===== config.mk =====
export PLATFORM = sky130hd
export DESIGN_NAME = atd_core
export DESIGN_NICKNAME = d
export VERILOG_FILES = /design/src/atd_pkg.sv /design/src/atd_dec_if.sv /design/src/atd_decode.sv /design/src/atd_core.sv
export VERILOG_INCLUDE_DIRS = /design/src /design/src/src
export SDC_FILE = /design/constraint.sdc
export NUM_CORES = 1
export LEC_CHECK = 0
export ABC_AREA = 1
export BUFFER_PORTS_ARGS = -buffer_cell sky130_fd_sc_hd__buf_2
export CAP_MARGIN = 20
export CORE_ASPECT_RATIO = 1.5
export CORE_UTILIZATION = 38
export DETAILED_ROUTE_END_ITERATION = 6
export HOLD_SLACK_MARGIN = 0.06
export PLACE_DENSITY = 0.77
export SLEW_MARGIN = 40
export SYNTH_ARGS = -nofsm -noshare
export SYNTH_HDL_FRONTEND = slang
export SYNTH_HIERARCHICAL = 1
export SYNTH_SLANG_ARGS = --single-unit

===== constraint.sdc =====
create_clock -name clk -period 1.7 [get_ports clk]
set_input_delay 0.17 -clock clk [delete_from_list [all_inputs] [get_ports clk]]
set_output_delay 0.17 -clock clk [all_outputs]
set_load 0.005 [all_outputs]

===== src/atd_params.svh =====
// Named constants for the accumulator transfer decoder: opcodes, register
// offsets, field positions and reset values.
// Assumes it is included by bare name from every file that needs a figure.
`ifndef ATD_PARAMS_SVH
`define ATD_PARAMS_SVH

// Ten-bit instruction codes handled by this block.
`define ATD_CODE_LOAD_TC2 10'h20F
`define ATD_CODE_LOAD_TC3 10'h210
`define ATD_CODE_LOAD_TC4 10'h211
`define ATD_CODE_LOAD_Y 10'h00C
`define ATD_CODE_WD_RESTART 10'h2A0
`define ATD_CODE_WD_DISABLE 10'h29C

// Register byte offsets inside the 4 KB slave window.
`define ATD_ADDR_TC2 12'h000
`define ATD_ADDR_TC3 12'h004
`define ATD_ADDR_TC4 12'h008
`define ATD_ADDR_Y 12'h00C
`define ATD_ADDR_STATUS 12'h010
`define ATD_ADDR_CTRL 12'h014

// Status and control field positions.
`define ATD_ST_WATCHDOG_FLAG_FIRST_BIT 0
`define ATD_ST_STOP_BIT 1
`define ATD_ST_DISPEND_BIT 2
`define ATD_CTRL_EN_BIT 0

// Reset values.
`define ATD_NIBBLE_RESET 4'h0
`define ATD_CTRL_RESET 4'h1

// Bus encodings.
`define ATD_HSIZE_WORD 3'h2
`define ATD_HRESP_OKAY 1'h0
`define ATD_WORD_ZERO 32'h00000000

`endif


===== src/atd_pkg.sv =====
// Types shared by the accumulator transfer decoder and its opcode decoder.
// Assumes nothing beyond a SystemVerilog compiler.
package atd_pkg;

   // Decoded operation for the instruction executing this cycle.
   typedef enum logic [2:0] {
      op_none,
      load_timer_ctrl_two_from_acc,
      load_timer_ctrl_three_from_acc,
      load_timer_ctrl_four_from_acc,
      load_y_pointer_from_acc,
      watchdog_restart_op,
      watchdog_disable_op,
      op_other
   } atd_op_t;

   // Register selected by a bus address.
   typedef enum logic [2:0] {
      reg_tc2,
      reg_tc3,
      reg_tc4,
      reg_y,
      reg_status,
      reg_ctrl,
      reg_none
   } atd_reg_t;

endpackage


===== src/atd_dec_if.sv =====
// Carrier between the transfer block and its opcode decoder.
// Assumes both ends run on the same clock.
`timescale 1ns/100ps
`default_nettype none

interface atd_dec_if;
   logic instr_valid;
   logic [9:0] instr_code;
   logic enable;
   atd_pkg::atd_op_t op;

   // The decoder looks at the fetched word and names the operation.
   modport dec
   (
      input instr_valid,
      input instr_code,
      input enable,
      output op
   );

   // The executing logic supplies the word and uses the result.
   modport exec
   (
      output instr_valid,
      output instr_code,
      output enable,
      input op
   );
endinterface

`default_nettype wire


===== src/atd_decode.sv =====
// Opcode decoder: turns a fetched ten-bit word into an operation.
// Assumes the word and its valid strobe are stable for the whole cycle.
`include "atd_params.svh"
`timescale 1ns/100ps
`default_nettype none

module atd_decode
(
   // Decoder side of the carrier.
   atd_dec_if.dec dif
);
   import atd_pkg::*;

   // Pure decode; an unknown word still counts as an executed instruction
   // so that a pending disable is dropped by anything in between.
   always_comb
   begin
      if (!dif.instr_valid || !dif.enable)
      begin
         dif.op = op_none;
      end
      else
      begin
         case (dif.instr_code)
            `ATD_CODE_LOAD_TC2: dif.op = load_timer_ctrl_two_from_acc;
            `ATD_CODE_LOAD_TC3: dif.op = load_timer_ctrl_three_from_acc;
            `ATD_CODE_LOAD_TC4: dif.op = load_timer_ctrl_four_from_acc;
            `ATD_CODE_LOAD_Y: dif.op = load_y_pointer_from_acc;
            `ATD_CODE_WD_RESTART: dif.op = watchdog_restart_op;
            `ATD_CODE_WD_DISABLE: dif.op = watchdog_disable_op;
            default: dif.op = op_other;
         endcase
      end
   end
endmodule // atd_decode

`default_nettype wire


===== src/atd_core.sv =====
// Accumulator transfer and watchdog restart execution for a 4-bit core,
// with an AHB-Lite slave that exposes the destination registers.
// Assumes the core presents one executing instruction per valid cycle and
// never asserts valid for an instruction that it skips.
`include "atd_params.svh"
`timescale 1ns/100ps
`default_nettype none

module atd_core
(
   // Clock and synchronous reset.
   input wire logic clk,
   input wire logic reset,
   // Instruction stream from the core.
   input wire logic instr_valid,
   input wire logic [9:0] instr_code,
   input wire logic [3:0] acc,
   // Watchdog counter interface.
   input wire logic watchdog_flag_first_set,
   output logic watchdog_restart,
   output logic watchdog_stop,
   output logic watchdog_flag_first,
   // Sequencer interface.
   output logic skip_next,
   // Destination registers.
   output logic [3:0] timer_ctrl_two,
   output logic [3:0] timer_ctrl_three,
   output logic [3:0] timer_ctrl_four,
   output logic [3:0] y_pointer,
   // AHB-Lite slave.
   input wire logic hsel,
   input wire logic [31:0] haddr,
   input wire logic [1:0] htrans,
   input wire logic hwrite,
   input wire logic [2:0] hsize,
   input wire logic [31:0] hwdata,
   input wire logic hready,
   output logic [31:0] hrdata,
   output logic hreadyout,
   output logic hresp
);
   import atd_pkg::*;

   // Map a byte address onto a register; used by both read and write paths.
   function automatic atd_reg_t reg_of(input logic [31:0] addr);
      atd_reg_t r;
      r = reg_none;
      case (addr[11:0])
         `ATD_ADDR_TC2: r = reg_tc2;
         `ATD_ADDR_TC3: r = reg_tc3;
         `ATD_ADDR_TC4: r = reg_tc4;
         `ATD_ADDR_Y: r = reg_y;
         `ATD_ADDR_STATUS: r = reg_status;
         `ATD_ADDR_CTRL: r = reg_ctrl;
         default: r = reg_none;
      endcase
      return r;
   endfunction

   // Operation that loads a given timer control slot.
   function automatic atd_op_t timer_op(input int idx);
      atd_op_t o;
      case (idx)
         0: o = load_timer_ctrl_two_from_acc;
         1: o = load_timer_ctrl_three_from_acc;
         2: o = load_timer_ctrl_four_from_acc;
         default: o = op_none;
      endcase
      return o;
   endfunction

   // Decoder instance through the carrier.
   atd_dec_if dif ();
   atd_op_t op;
   logic [3:0] ctrl;

   // Drive the carrier from the instruction port and the enable bit.
   always_comb
   begin
      dif.instr_valid = instr_valid;
      dif.instr_code = instr_code;
      dif.enable = ctrl[`ATD_CTRL_EN_BIT];
      op = dif.op;
   end

   atd_decode u_decode
   (
      .dif(dif)
   );

   // Bus state.
   logic wr_pend;
   logic next_wr_pend;
   atd_reg_t wr_reg;
   atd_reg_t next_wr_reg;
   logic [31:0] next_hrdata;
   logic [3:0] next_ctrl;
   logic bus_take;

   // Execution state.
   logic [3:0] timer_ctrl [0:2];
   logic [3:0] next_timer_ctrl [0:2];
   logic [3:0] next_y_pointer;
   logic next_watchdog_flag_first;
   logic disable_pending;
   logic next_disable_pending;
   logic next_watchdog_stop;
   logic restart_exec;

   // A transfer is taken in its address phase when selected and the bus
   // is ready; only NONSEQ or SEQ count. IDLE and BUSY cycles are ignored,
   // so a master that parks on this slave between transfers does no harm.
   // The write data arrives one cycle later, so only the target register
   // is remembered here and the value is taken from hwdata in the data
   // phase.
   assign bus_take = hsel && hready && htrans[1];

   // The slave never inserts wait states and always answers OKAY. Every
   // register is a plain flip-flop, so nothing could make a transfer wait
   // or fail; unmapped offsets simply read as zero.
   assign hreadyout = 1'b1;
   assign hresp = `ATD_HRESP_OKAY;

   // Capture the write address phase and prepare read data for the data
   // phase. Read data is sampled in the address phase, so a read placed
   // directly behind a write to the same register returns the old value.
   always_comb
   begin
      next_wr_pend = bus_take && hwrite && (hsize == `ATD_HSIZE_WORD);
      next_wr_reg = bus_take ? reg_of(haddr) : reg_none;
      next_hrdata = `ATD_WORD_ZERO;
      if (bus_take && !hwrite)
      begin
         case (reg_of(haddr))
            reg_tc2: next_hrdata[3:0] = timer_ctrl[0];
            reg_tc3: next_hrdata[3:0] = timer_ctrl[1];
            reg_tc4: next_hrdata[3:0] = timer_ctrl[2];
            reg_y: next_hrdata[3:0] = y_pointer;
            reg_status:
            begin
               next_hrdata[`ATD_ST_WATCHDOG_FLAG_FIRST_BIT] = watchdog_flag_first;
               next_hrdata[`ATD_ST_STOP_BIT] = watchdog_stop;
               next_hrdata[`ATD_ST_DISPEND_BIT] = disable_pending;
            end
            reg_ctrl: next_hrdata[3:0] = ctrl;
            default: next_hrdata = `ATD_WORD_ZERO;
         endcase
      end
   end

   // Control register: only software writes it. Clearing the enable bit
   // freezes every destination and the pending disable until it is set
   // again; bus writes to the destinations still land meanwhile.
   always_comb
   begin
      next_ctrl = ctrl;
      if (wr_pend && wr_reg == reg_ctrl)
      begin
         next_ctrl = hwdata[3:0];
      end
   end

   // Bus registers.
   always_ff @(posedge clk)
   begin
      if (reset)
      begin
         wr_pend <= 1'b0;
         wr_reg <= reg_none;
         hrdata <= `ATD_WORD_ZERO;
         ctrl <= `ATD_CTRL_RESET;
      end
      else
      begin
         wr_pend <= next_wr_pend;
         wr_reg <= next_wr_reg;
         hrdata <= next_hrdata;
         ctrl <= next_ctrl;
      end
   end

   // One slot per timer control register. An executing load wins over a
   // bus write in the same cycle, since the program owns the timer setup.
   genvar gi;
   generate
      for (gi = 0; gi < 3; gi = gi + 1)
      begin : g_timer
         always_comb
         begin
            next_timer_ctrl[gi] = timer_ctrl[gi];
            if (op == timer_op(gi))
            begin
               next_timer_ctrl[gi] = acc;
            end
            else if (wr_pend && wr_reg == atd_reg_t'(3'(gi)))
            begin
               next_timer_ctrl[gi] = hwdata[3:0];
            end
         end

         // Written at the end of the executing cycle.
         always_ff @(posedge clk)
         begin
            if (reset)
            begin
               timer_ctrl[gi] <= `ATD_NIBBLE_RESET;
            end
            else
            begin
               timer_ctrl[gi] <= next_timer_ctrl[gi];
            end
         end
      end
   endgenerate

   assign timer_ctrl_two = timer_ctrl[0];
   assign timer_ctrl_three = timer_ctrl[1];
   assign timer_ctrl_four = timer_ctrl[2];

   // Y pointer: accumulator copy, or a software write when no load runs.
   // The accumulator is only read here, never written back.
   always_comb
   begin
      next_y_pointer = y_pointer;
      if (op == load_y_pointer_from_acc)
      begin
         next_y_pointer = acc;
      end
      else if (wr_pend && wr_reg == reg_y)
      begin
         next_y_pointer = hwdata[3:0];
      end
   end

   // Watchdog restart handling. The skip is judged on the flag value
   // before the clear, so it is a same-cycle combinational answer.
   assign restart_exec = (op == watchdog_restart_op);
   assign skip_next = restart_exec && watchdog_flag_first;
   // A restart that follows a disable stops the timer instead; idle cycles
   // in between do not break the pair, only another executed instruction does.
   assign watchdog_restart = restart_exec && !disable_pending;

   always_comb
   begin
      // Flag: a set from the counter wins over the clear by the opcode,
      // so a timeout landing in the restart cycle is never lost.
      next_watchdog_flag_first = watchdog_flag_first;
      if (watchdog_flag_first_set)
      begin
         next_watchdog_flag_first = 1'b1;
      end
      else if (restart_exec)
      begin
         next_watchdog_flag_first = 1'b0;
      end
      // Disable is pending only until the next executed instruction.
      next_disable_pending = disable_pending;
      if (op != op_none)
      begin
         next_disable_pending = (op == watchdog_disable_op);
      end
      // Stop is sticky; only reset brings the watchdog back.
      next_watchdog_stop = watchdog_stop;
      if (restart_exec && disable_pending)
      begin
         next_watchdog_stop = 1'b1;
      end
   end

   // Execution registers. The flag, the pending disable and the stop bit
   // all update on the edge that ends the executing instruction, so the
   // next instruction already sees the new state.
   always_ff @(posedge clk)
   begin
      if (reset)
      begin
         y_pointer <= `ATD_NIBBLE_RESET;
         watchdog_flag_first <= 1'b0;
         disable_pending <= 1'b0;
         watchdog_stop <= 1'b0;
      end
      else
      begin
         y_pointer <= next_y_pointer;
         watchdog_flag_first <= next_watchdog_flag_first;
         disable_pending <= next_disable_pending;
         watchdog_stop <= next_watchdog_stop;
      end
   end

endmodule // atd_core

`default_nettype wire


# Word level (Yosys, flattened, before mapping)
# Memories as Yosys holds them, arrays and structs flattened.
# Index checks and enable logic that the tools add are counted.
# totals
input_bits,90
ram_bits,12
regBits,47
elab_cells,90
mem_count,1
out_inout_bits,54
# classes
n_reduce_logical,26
n_bitwise,5
n_eq_ne,27
muxes,22
# mem_list
name,depth,width,rd,rd_ports_with_merged_regs,write_ports,line_no,text
timer_ctrl,3,4,3,0,3,atd_core.sv:101,logic [3:0] timer_ctrl [0:2];
# op_table
op,n
$pmux W3 S6,3
$eq A10 B10 Y1 const B,5
$mux W4,11
$eq A12 B4 Y1 const B,2
$eq A12 B5 Y1 const B,2
$eq A3 B2 Y1 const B,7
$eq A3 B3 Y1 const B,6
$logic_and A1 B1 Y1,13
$eq A12 B3 Y1 const B,1
$logic_not A12 Y1,1
$eq A10 B4 Y1 const B,1
$eq A3 B1 Y1 const B,3
$logic_not A3 Y1,2
$mux W3,2
$mux W1,5
$pmux W1 S5,1
$logic_not A1 Y1,4
$reduce_bool A2 Y1,2
$reduce_or A2 Y1,2
$or A1 B1 Y1,3
$reduce_bool A3 Y1,1
$not A1 Y1,2
$logic_or A1 B1 Y1,1

# Logic depth before layout (Yosys ltp)
# Gate-level depths: netlist of the first run.
# depth
depth_word,6
mapped_depth,16
mapped_depth_nobuf,16

# Modules after synthesis
# The synthesis of the first run kept the hierarchy.
# by_module_without_submodules
mod,n_inst,seq_area_each_um2,area_per_inst_um2,cells_per_inst
atd_core,1,620.6,1899.3,274
atd_decode,1,0.0,239.0,50

# Least setup slack after synthesis of the first run
# No wires, ideal clock.
# synth_timing
kind,register -> register
from,register ctrl[0]
to,memory timer_ctrl[0][0]
path_slack_ps,-138
period_less_slack_ps,1838
setup_ps,70
path_buffers,0
arrival_ps,1768
stages_incl_launch_ff,7
t_required_ps,1630
cell_sequence,dfxtp_1 > nand2_1 > nor3_1 > nor3_2 > nor4_1 > a22oi_1 > a21oi_1
# synth_rtl
item,line_no,text
"start, declared",atd_core.sv:75,logic [3:0] ctrl;
"start signal, assigned",atd_core.sv:171,ctrl <= `ATD_CTRL_RESET;
"start signal, assigned",atd_core.sv:178,ctrl <= next_ctrl;
"end, declared",atd_core.sv:101,

# Final worst setup path of the first run
# layout_timing
from,input instr_code[1]
to,output skip_next
# layout_via
elab_chain_cells,5
word_cells_on_any_way,10
classes_between,eq/ne (7); mux (2); reduce/logical (1)
# layout_lines
item,line_no,text
"start, declared",atd_core.sv:16,"input wire logic [9:0] instr_code,"
$eq A10 B10 Y1 or $eq A10 B4 Y1 (tied branches),atd_decode.sv:24,case (dif.instr_code)
$pmux W3 S6 (*),atd_decode.sv:24,
$mux W3 (*),atd_decode.sv:18,if (!dif.instr_valid || !dif.enable)
named net dif.op[0],atd_dec_if.sv:10,atd_pkg::atd_op_t op;
$eq A3 B3 Y1 (*),atd_core.sv:237,assign restart_exec = (op == watchdog_restart_op);
$logic_and A1 B1 Y1 (*),atd_core.sv:238,assign skip_next = restart_exec && watchdog_flag_first;
"end, declared",atd_core.sv:24,"output logic skip_next,"
# Mark *: on every way through the listed nets, which the timed path passes. The rest lies on a longest branch.

==> results of run 1 <==
-- layer usage --
metal  part of all wire, %  vias up
met3                   6.3       26
met5                     0        -
met1                    33     1092
met4                   6.6        0
met2                    54      114
li1                      -     1189
-- repair_timing --
item	in CTS	in global routing
endpoints found under the setup margin	3	18
gates resized for setup	13	52
hold buffers	1	0
hold endpoints to repair	1	0
setup buffers	2	3
pin swaps	3	19
-- worst max path at each step --
stage / cells after the start / from / slack, ns / endpoint
2_1_floorplan: 12 / instr_code[6] / 0.02 / y_pointer[1]
3_3_place_gp: 14 / instr_code[2] / -0.22 / timer_ctrl[0][3]
3_5_place_dp: 12 / instr_code[6] / -0.29 / timer_ctrl[2][1]
4_1_cts: 13 / instr_code[8] / -0.009 / timer_ctrl[2][1]
5_1_grt: 14 / instr_code[3] / -0.12 / skip_next
6_report: 14 / instr_code[1] / -0.04 / skip_next
-- cells by family (layout without fill, tap and decap cells) --
logic type | count (synthesis) | after routing | synth area share [%]
simple gates | 175 | 175 | 40.08
buf+inv | 73 | 142 | 18.55
compound gates | 42 | 42 | 11.41
flops | 31 | 31 | 29.02
other cells | 2 | 30 | 0.3512
fa+ha+maj | 1 | 1 | 0.5850
-- cell usage after synthesis --
master                      n  area (um2)
sky130_fd_sc_hd__nand2_1   65       244.0
sky130_fd_sc_hd__nor2_1    39       146.4
sky130_fd_sc_hd__inv_1     35       131.4
sky130_fd_sc_hd__dfxtp_1   31       620.6
sky130_fd_sc_hd__nand3_1   31       155.2
sky130_fd_sc_hd__buf_4     30       225.2
sky130_fd_sc_hd__a21oi_1   16       80.08
sky130_fd_sc_hd__a31oi_1   11       68.82
sky130_fd_sc_hd__nand4_1    9       56.30
sky130_fd_sc_hd__nor3_1     7       35.03
sky130_fd_sc_hd__o21ai_0    5       25.02
sky130_fd_sc_hd__nand2_2    4       25.02
sky130_fd_sc_hd__nor2_2     4       25.02
sky130_fd_sc_hd__nor2_4     4       45.04
sky130_fd_sc_hd__a22oi_1    3       22.52
sky130_fd_sc_hd__nand2_4    3       33.78
sky130_fd_sc_hd__nand3_2    3       30.03
sky130_fd_sc_hd__o21ai_1    3       15.01
sky130_fd_sc_hd__a21oi_2    2       17.52
sky130_fd_sc_hd__clkbuf_1   2       7.510
sky130_fd_sc_hd__conb_1     2       7.510
sky130_fd_sc_hd__inv_2      2       7.510
sky130_fd_sc_hd__nor3_2     2       20.02
sky130_fd_sc_hd__a211oi_1   1       7.510
sky130_fd_sc_hd__buf_2      1       5.000
sky130_fd_sc_hd__buf_6      1       11.26
sky130_fd_sc_hd__clkinv_1   1       3.750
sky130_fd_sc_hd__clkinv_2   1       5.000
sky130_fd_sc_hd__ha_1       1       12.51
sky130_fd_sc_hd__nor2_8     1       20.02
sky130_fd_sc_hd__nor2b_1    1       6.260
sky130_fd_sc_hd__nor4_1     1       6.260
sky130_fd_sc_hd__nor4b_1    1       8.760
sky130_fd_sc_hd__o21a_1     1       7.510
-- final cells by class --
class	count	share of cell area [%]
Clock buffer	6	2.787
Multi-Input combinational cell	248	45.95
Timing Repair Buffer	95	20.99
Sequential cell	31	20.99
Tap cell	70	2.956
Inverter	39	5.152
Clock inverter	2	1.182
-- power by group --
part           internal, W  total, W  switching [W]
sequential        0.000743  0.000758      0.0000154
clock             0.000474  0.000762       0.000288
combinational     0.000126  0.000287       0.000161
-- metrics by stage --
| step | hold WS, ns | setup TNS [ns] | area [um2] | std cells | total power, W |
|---|---|---|---|---|---|
| finish | 0.09762 | -0.07304 | 2963 | 491 | 0.001807 |
| global route | 0.1318 | -0.6605 | 2963 | 491 | 0.001875 |
| floorplan | 0.2467 | 0 | 2248 | 352 | 0.0009291 |
| CTS | 0.1056 | -0.01607 | 2778 | 488 | 0.001775 |
| detailed placement | 0.3399 | -3.520 | 2595 | 477 | 0.001002 |
| global placement | 0.3364 | -2.470 | 2595 | 477 | 0.0009953 |
-- worst register-to-register path, stage by stage, from the launching register on --
cell                      delay [ns]
sky130_fd_sc_hd__dfxtp_2        0.35
sky130_fd_sc_hd__nand2_2        0.11
sky130_fd_sc_hd__a21oi_2        0.17
sky130_fd_sc_hd__inv_2          0.08
sky130_fd_sc_hd__buf_4          0.13
sky130_fd_sc_hd__nor3_2         0.19
sky130_fd_sc_hd__nor4_1         0.08
sky130_fd_sc_hd__buf_4          0.15
sky130_fd_sc_hd__a22oi_1        0.18
sky130_fd_sc_hd__a21oi_1        0.10
==> metrics.txt, run 1 <==
# TYPE chip_impl_metric gauge
chip_impl_metric{name="floorplan.die.width",unit="um"} 63.25
chip_impl_metric{name="max_ffs_per_register",unit=""} 12
chip_impl_metric{name="netlist_area",unit="um2"} 2138
chip_impl_metric{name="core-area",unit="um2"} 5450
chip_impl_info{name="cts_tree",value="done"} 1
chip_impl_metric{name="worst_r2r_path_cells",unit=""} 9
chip_impl_info{name="mostFrequentLayoutCell",value="sky130_fd_sc_hd__nand2_1"} 1
chip_impl_metric{name="hold_vio_cnt_final",unit=""} 0
chip_impl_metric{name="initial_antenna_violation_count",unit=""} 0
chip_impl_info{name="cpLargestDelayFamily",value="simple AND/OR/NAND/NOR gates"} 1
chip_impl_metric{name="p_leak",unit="nW"} 1.437
chip_impl_metric{name="synth.avg_cell_area",unit="um2"} 6.600
chip_impl_metric{name="f_max",unit="MHz"} 576.3
chip_impl_metric{name="finalWorstPathRequiredPeriod",unit="ns"} 1.735
chip_impl_metric{name="synth.ff_latch_count",unit=""} 31
chip_impl_info{name="worst_hold_path_type",value="in2reg"} 1
chip_impl_metric{name="design.portCount",unit=""} 144
chip_impl_info{name="critical-path-slowest-cell",value="sky130_fd_sc_hd__a21oi_2"} 1
chip_impl_metric{name="clkLatencyLatePin",unit="ns"} 0.28
chip_impl_metric{name="detailroute.via_count",unit=""} 2421
chip_impl_info{name="layout_common_cells",value="sky130_fd_sc_hd__nand2_1, sky130_fd_sc_hd__buf_2, sky130_fd_sc_hd__buf_4, sky130_fd_sc_hd__conb_1, sky130_fd_sc_hd__dfxtp_1"} 1
chip_impl_metric{name="avgViaCountPerCell",unit=""} 4.931
chip_impl_metric{name="met1_routing_resource_usage_after_global_routing",unit="%"} 17.74
chip_impl_info{name="rsz0062_at_grt",value="yes"} 1
chip_impl_metric{name="worst_ep_arrival_time",unit="ns"} 1.57
chip_impl_metric{name="yosysUniqueCellTypes",unit=""} 34
chip_impl_info{name="regMostFlops",value="timer_ctrl"} 1
chip_impl_metric{name="start_util",unit="%"} 39.23
chip_impl_metric{name="synth_cells",unit=""} 324
chip_impl_metric{name="clk_pin_slew",unit="ns"} 0.07
chip_impl_metric{name="htreeDepth",unit=""} 2
chip_impl_metric{name="die_height",unit="um"} 93.87
chip_impl_metric{name="final_max_tran_viols",unit=""} 0
chip_impl_metric{name="drt_first_iter_violations",unit=""} 96
chip_impl_metric{name="post-route-worst-setup-slack",unit="ns"} -0.03533
chip_impl_info{name="hold-path-endpoint",value="watchdog_flag_first"} 1
chip_impl_metric{name="final_nets",unit=""} 511
chip_impl_metric{name="yosys_warnings",unit=""} 6
chip_impl_metric{name="layout_worst_path_cycle_share",unit="%"} 102.1
chip_impl_metric{name="detailedRoute.firstPassIterationCount",unit=""} 4
chip_impl_info{name="failing_checks",value="setup timing"} 1
chip_impl_metric{name="wl_per_cell",unit="um"} 12.33
chip_impl_info{name="clock_tree.root_cell",value="sky130_fd_sc_hd__clkbuf_8"} 1
chip_impl_metric{name="grt_pass1_wl",unit="mm"} 9.639
chip_impl_metric{name="drv.max_cap_violation_count",unit=""} 0
chip_impl_metric{name="register_area",unit="um2"} 621.8
chip_impl_metric{name="gpl.final_weighted_congestion",unit=""} 0.9232
chip_impl_metric{name="die_area",unit="um2"} 5937
chip_impl_metric{name="groute.usage.overall",unit="%"} 20.94
chip_impl_metric{name="post-route-drc-count",unit=""} 0
chip_impl_info{name="reg2reg_start",value="ctrl[0]"} 1
chip_impl_metric{name="power.density",unit="nW/um2"} 609.7
chip_impl_metric{name="worst_ir_drop_vdd",unit="mV"} 0.3539
chip_impl_metric{name="multi_input_comb_area",unit="um2"} 1361
chip_impl_metric{name="synthToLayoutAreaGrowth",unit="%"} 38.56
chip_impl_info{name="global_route.peak_usage_layer",value="met2"} 1
chip_impl_metric{name="global_route.overflow_total",unit=""} 0
chip_impl_metric{name="grt_pass1_vias",unit=""} 2332
chip_impl_metric{name="crit_path_max_fanout",unit=""} 4
chip_impl_metric{name="max_stage_delay",unit="ns"} 0.17
chip_impl_metric{name="cts_made_buffers",unit=""} 5
chip_impl_metric{name="hpwl",unit="mm"} 4.749
chip_impl_metric{name="timing.critical_path.required",unit="ns"} 1.53
chip_impl_metric{name="setup-violations-final",unit=""} 3
chip_impl_metric{name="final.setup_skew",unit="ns"} 0.005670
chip_impl_metric{name="place.port_buffers",unit=""} 64
chip_impl_metric{name="grtUsageMet3",unit="%"} 4.248
chip_impl_metric{name="drt_wl_total",unit="mm"} 6.054
chip_impl_metric{name="ctsLongestPathBuffers",unit=""} 2
chip_impl_metric{name="ff2ff_setup_slack",unit="ns"} 0.05
chip_impl_metric{name="layout.filler_cells",unit=""} 541
chip_impl_info{name="most_used_cell_cp",value="sky130_fd_sc_hd__nor2_4"} 1
chip_impl_metric{name="ant_nets",unit=""} 0
chip_impl_metric{name="post_route_cells_drive_above_1_share",unit="%"} 38.00
chip_impl_info{name="crit_type",value="in2out"} 1
chip_impl_info{name="worstSetupEndpointType",value="primary output"} 1
chip_impl_metric{name="pin_count_of_the_biggest_net_entering_global_routing",unit=""} 21
chip_impl_metric{name="share_of_synthesized_area_occupied_by_flip_flops_and_latches",unit="%"} 29.02
chip_impl_metric{name="worstHoldPathCells",unit=""} 3
chip_impl_info{name="outcome",value="complete, but fails checks"} 1
chip_impl_info{name="rr_endpoint",value="timer_ctrl[0][0]"} 1
chip_impl_info{name="worstSetupStartpointType",value="input port"} 1
chip_impl_info{name="cp_cell_sequence",value="buf_8 -> nor2_4 -> nand3_2 -> nor2_4 -> inv_2 -> nand2_2 -> nor2_2 -> a21oi_2 -> inv_2 -> nor3_2 -> buf_4 -> inv_4 -> nor2_4 -> buf_2"} 1
chip_impl_metric{name="pre_cts_slack",unit="ns"} -0.2857
chip_impl_metric{name="grt_util_met2",unit="%"} 40.59
chip_impl_metric{name="num_antenna_cells",unit=""} 0
chip_impl_metric{name="final_core_util",unit="%"} 54.36
chip_impl_info{name="hp_start",value="watchdog_flag_first_set"} 1
chip_impl_metric{name="floorplan.rows",unit=""} 33
chip_impl_metric{name="crit_buf_inv",unit=""} 6
chip_impl_metric{name="clock_sink_count",unit=""} 31
Power figures use the tool's default switching activity.
==> run 2, diff against run 1 <==
CTS_CLUSTER_SIZE = 28   (was not set)
PLACE_DENSITY = 0.89   (was 0.77)
==> metrics.txt, run 2 (synthesis gave the netlist of run 1 again) <==
# TYPE chip_impl_metric gauge
chip_impl_metric{name="floorplan.rows",unit=""} 33
chip_impl_metric{name="post-route-worst-setup-slack",unit="ns"} -0.005639
chip_impl_info{name="clock_tree.root_cell",value="sky130_fd_sc_hd__clkbuf_8"} 1
chip_impl_metric{name="final_max_tran_viols",unit=""} 0
chip_impl_info{name="outcome",value="complete, but fails checks"} 1
chip_impl_metric{name="hpwl",unit="mm"} 4.883
chip_impl_metric{name="die_height",unit="um"} 93.87
chip_impl_metric{name="start_util",unit="%"} 39.23
chip_impl_metric{name="pre_cts_slack",unit="ns"} -0.3675
chip_impl_metric{name="pin_count_of_the_biggest_net_entering_global_routing",unit=""} 21
chip_impl_metric{name="final_core_util",unit="%"} 55.37
chip_impl_metric{name="num_antenna_cells",unit=""} 0
chip_impl_metric{name="avgViaCountPerCell",unit=""} 5.012
chip_impl_info{name="worstSetupStartpointType",value="input port"} 1
chip_impl_metric{name="crit_path_max_fanout",unit=""} 5
chip_impl_metric{name="floorplan.die.width",unit="um"} 63.25
chip_impl_metric{name="grt_pass1_wl",unit="mm"} 9.853
chip_impl_metric{name="drt_first_iter_violations",unit=""} 89
chip_impl_metric{name="ctsLongestPathBuffers",unit=""} 2
chip_impl_metric{name="clkLatencyLatePin",unit="ns"} 0.29
chip_impl_metric{name="core-area",unit="um2"} 5450
chip_impl_metric{name="place.port_buffers",unit=""} 64
chip_impl_metric{name="design.portCount",unit=""} 144
chip_impl_metric{name="final.setup_skew",unit="ns"} 0.007957
chip_impl_metric{name="max_ffs_per_register",unit=""} 12
chip_impl_info{name="crit_type",value="in2reg"} 1
chip_impl_info{name="regMostFlops",value="timer_ctrl"} 1
chip_impl_metric{name="timing.critical_path.required",unit="ns"} 1.92
chip_impl_info{name="cts_tree",value="done"} 1
chip_impl_metric{name="post_route_cells_drive_above_1_share",unit="%"} 39.39
chip_impl_metric{name="cts_made_buffers",unit=""} 5
chip_impl_metric{name="initial_antenna_violation_count",unit=""} 0
chip_impl_metric{name="htreeDepth",unit=""} 2
chip_impl_metric{name="final_nets",unit=""} 514
chip_impl_metric{name="hold_vio_cnt_final",unit=""} 0
chip_impl_metric{name="wl_per_cell",unit="um"} 13.04
chip_impl_metric{name="worst_ep_arrival_time",unit="ns"} 1.93
chip_impl_metric{name="p_leak",unit="nW"} 1.446
chip_impl_metric{name="timing.hold.ws",unit="ns"} 0.09505
chip_impl_metric{name="worst_ir_drop_vdd",unit="mV"} 0.3248
chip_impl_metric{name="detailroute.via_count",unit=""} 2476
chip_impl_info{name="layout_common_cells",value="sky130_fd_sc_hd__nand2_1, sky130_fd_sc_hd__buf_2, sky130_fd_sc_hd__buf_4, sky130_fd_sc_hd__conb_1, sky130_fd_sc_hd__dfxtp_1"} 1
chip_impl_metric{name="drt_wl_total",unit="mm"} 6.443
chip_impl_metric{name="placement.cell_area",unit="um2"} 2610
chip_impl_metric{name="postLayoutCellArea",unit="um2"} 3018
chip_impl_metric{name="drv.max_cap_violation_count",unit=""} 0
chip_impl_metric{name="groute.usage.overall",unit="%"} 21.52
chip_impl_metric{name="detailedRoute.firstPassIterationCount",unit=""} 4
chip_impl_metric{name="global_route.overflow_total",unit=""} 0
chip_impl_metric{name="die_area",unit="um2"} 5937
chip_impl_metric{name="post-route-drc-count",unit=""} 0
chip_impl_metric{name="layout.filler_cells",unit=""} 532
chip_impl_metric{name="ant_nets",unit=""} 0
chip_impl_metric{name="finalWorstPathRequiredPeriod",unit="ns"} 1.706
chip_impl_metric{name="clock_sink_count",unit=""} 31
chip_impl_metric{name="synthToLayoutAreaGrowth",unit="%"} 41.13
chip_impl_metric{name="layout_worst_path_cycle_share",unit="%"} 100.3
chip_impl_metric{name="f_max",unit="MHz"} 586.3
chip_impl_metric{name="clk_pin_slew",unit="ns"} 0.06
chip_impl_info{name="worstSetupEndpointType",value="register"} 1
chip_impl_metric{name="grt_pass1_vias",unit=""} 2336
chip_impl_info{name="failing_checks",value="setup timing"} 1
chip_impl_info{name="mostFrequentLayoutCell",value="sky130_fd_sc_hd__nand2_1"} 1
chip_impl_info{name="rsz0062_at_grt",value="yes"} 1
chip_impl_metric{name="power.density",unit="nW/um2"} 592.7
chip_impl_info{name="worst_hold_path_type",value="in2reg"} 1
chip_impl_metric{name="setup-violations-final",unit=""} 1
chip_impl_metric{name="gpl.final_weighted_congestion",unit=""} 0.8881
[run 2: cell count changes in the layout (fill, tap and decap cells not counted), sizes merged]
cell	before	now
buf	94	97
clkbuf	6	5
clkinv	3	4
[run 2: report_power, final]
part           total (W)  internal, W  switching (W)
sequential      0.000758     0.000741      0.0000165
clock           0.000729     0.000436       0.000293
combinational   0.000302     0.000130       0.000171
total            0.00179      0.00131       0.000481
[run 2: through the flow]
step	power, W	TNS, ns	instances
finish	0.001789	-0.005639	494
global route	0.001857	-0.6089	494
CTS	0.001744	0	491
detailed placement	0.001009	-4.614	479
global placement	0.001001	-2.295	479
floorplan	0.0009291	0	352
[run 2: final cells by class]
cell class / count / area (um2) / area share, %
clock buffers: 5 / 68.82 / 2.280
clock inverters: 3 / 43.79 / 1.451
inverters: 39 / 147.6 / 4.892
multi-input cells: 248 / 1414 / 46.85
flip-flops and latches: 31 / 624.3 / 20.69
well taps: 70 / 87.58 / 2.902
repair buffers: 98 / 631.9 / 20.94
[run 2: worst max-delay path, stage by stage]
cell and delay [ns]:
sky130_fd_sc_hd__buf_8 0.10, sky130_fd_sc_hd__nor2_4 0.16, sky130_fd_sc_hd__nand3_4 0.11, sky130_fd_sc_hd__nor2_4 0.13, sky130_fd_sc_hd__inv_2 0.05, sky130_fd_sc_hd__nand2_2 0.08
sky130_fd_sc_hd__nor2_4 0.05, sky130_fd_sc_hd__a21oi_4 0.16, sky130_fd_sc_hd__inv_2 0.09, sky130_fd_sc_hd__buf_12 0.13, sky130_fd_sc_hd__nor3_4 0.26, sky130_fd_sc_hd__nor2_2 0.12
sky130_fd_sc_hd__a21oi_2 0.11, sky130_fd_sc_hd__o21ai_1 0.08, sky130_fd_sc_hd__a21oi_1 0.13
[run 2: path summary, 6_finish.rpt]
path,from,endpoint,slack (ns),cells after the start
setup / recovery,instr_code[0],timer_ctrl[2][1],-0.006,15
hold / removal,watchdog_flag_first_set,watchdog_flag_first,0.1,3
setup reg to reg,ctrl[0],timer_ctrl[2][1],0.01,9
hold reg to reg,timer_ctrl[2][1],timer_ctrl[2][1],0.49,2
[run 2: per-layer routing]
| layer | part of all wire, % | up-vias | track usage (%) |
|---|---|---|---|
| met3 | 6.0 | 33 | 4.248 |
| li1 | - | 1197 | - |
| met5 | 0 | - | 0 |
| met4 | 6.2 | 0 | 13.83 |
| met2 | 53 | 114 | 42.56 |
| met1 | 34 | 1132 | 19.35 |
[run 2: what timing repair did]
item | 4_1_cts | 5_1_grt
endpoints found under the hold margin | 1 | 0
hold buffers | 1 | 0
endpoints found under the setup margin | 6 | 18
pin swaps | 10 | 16
gates resized for setup | 20 | 46
setup buffers | 3 | 3
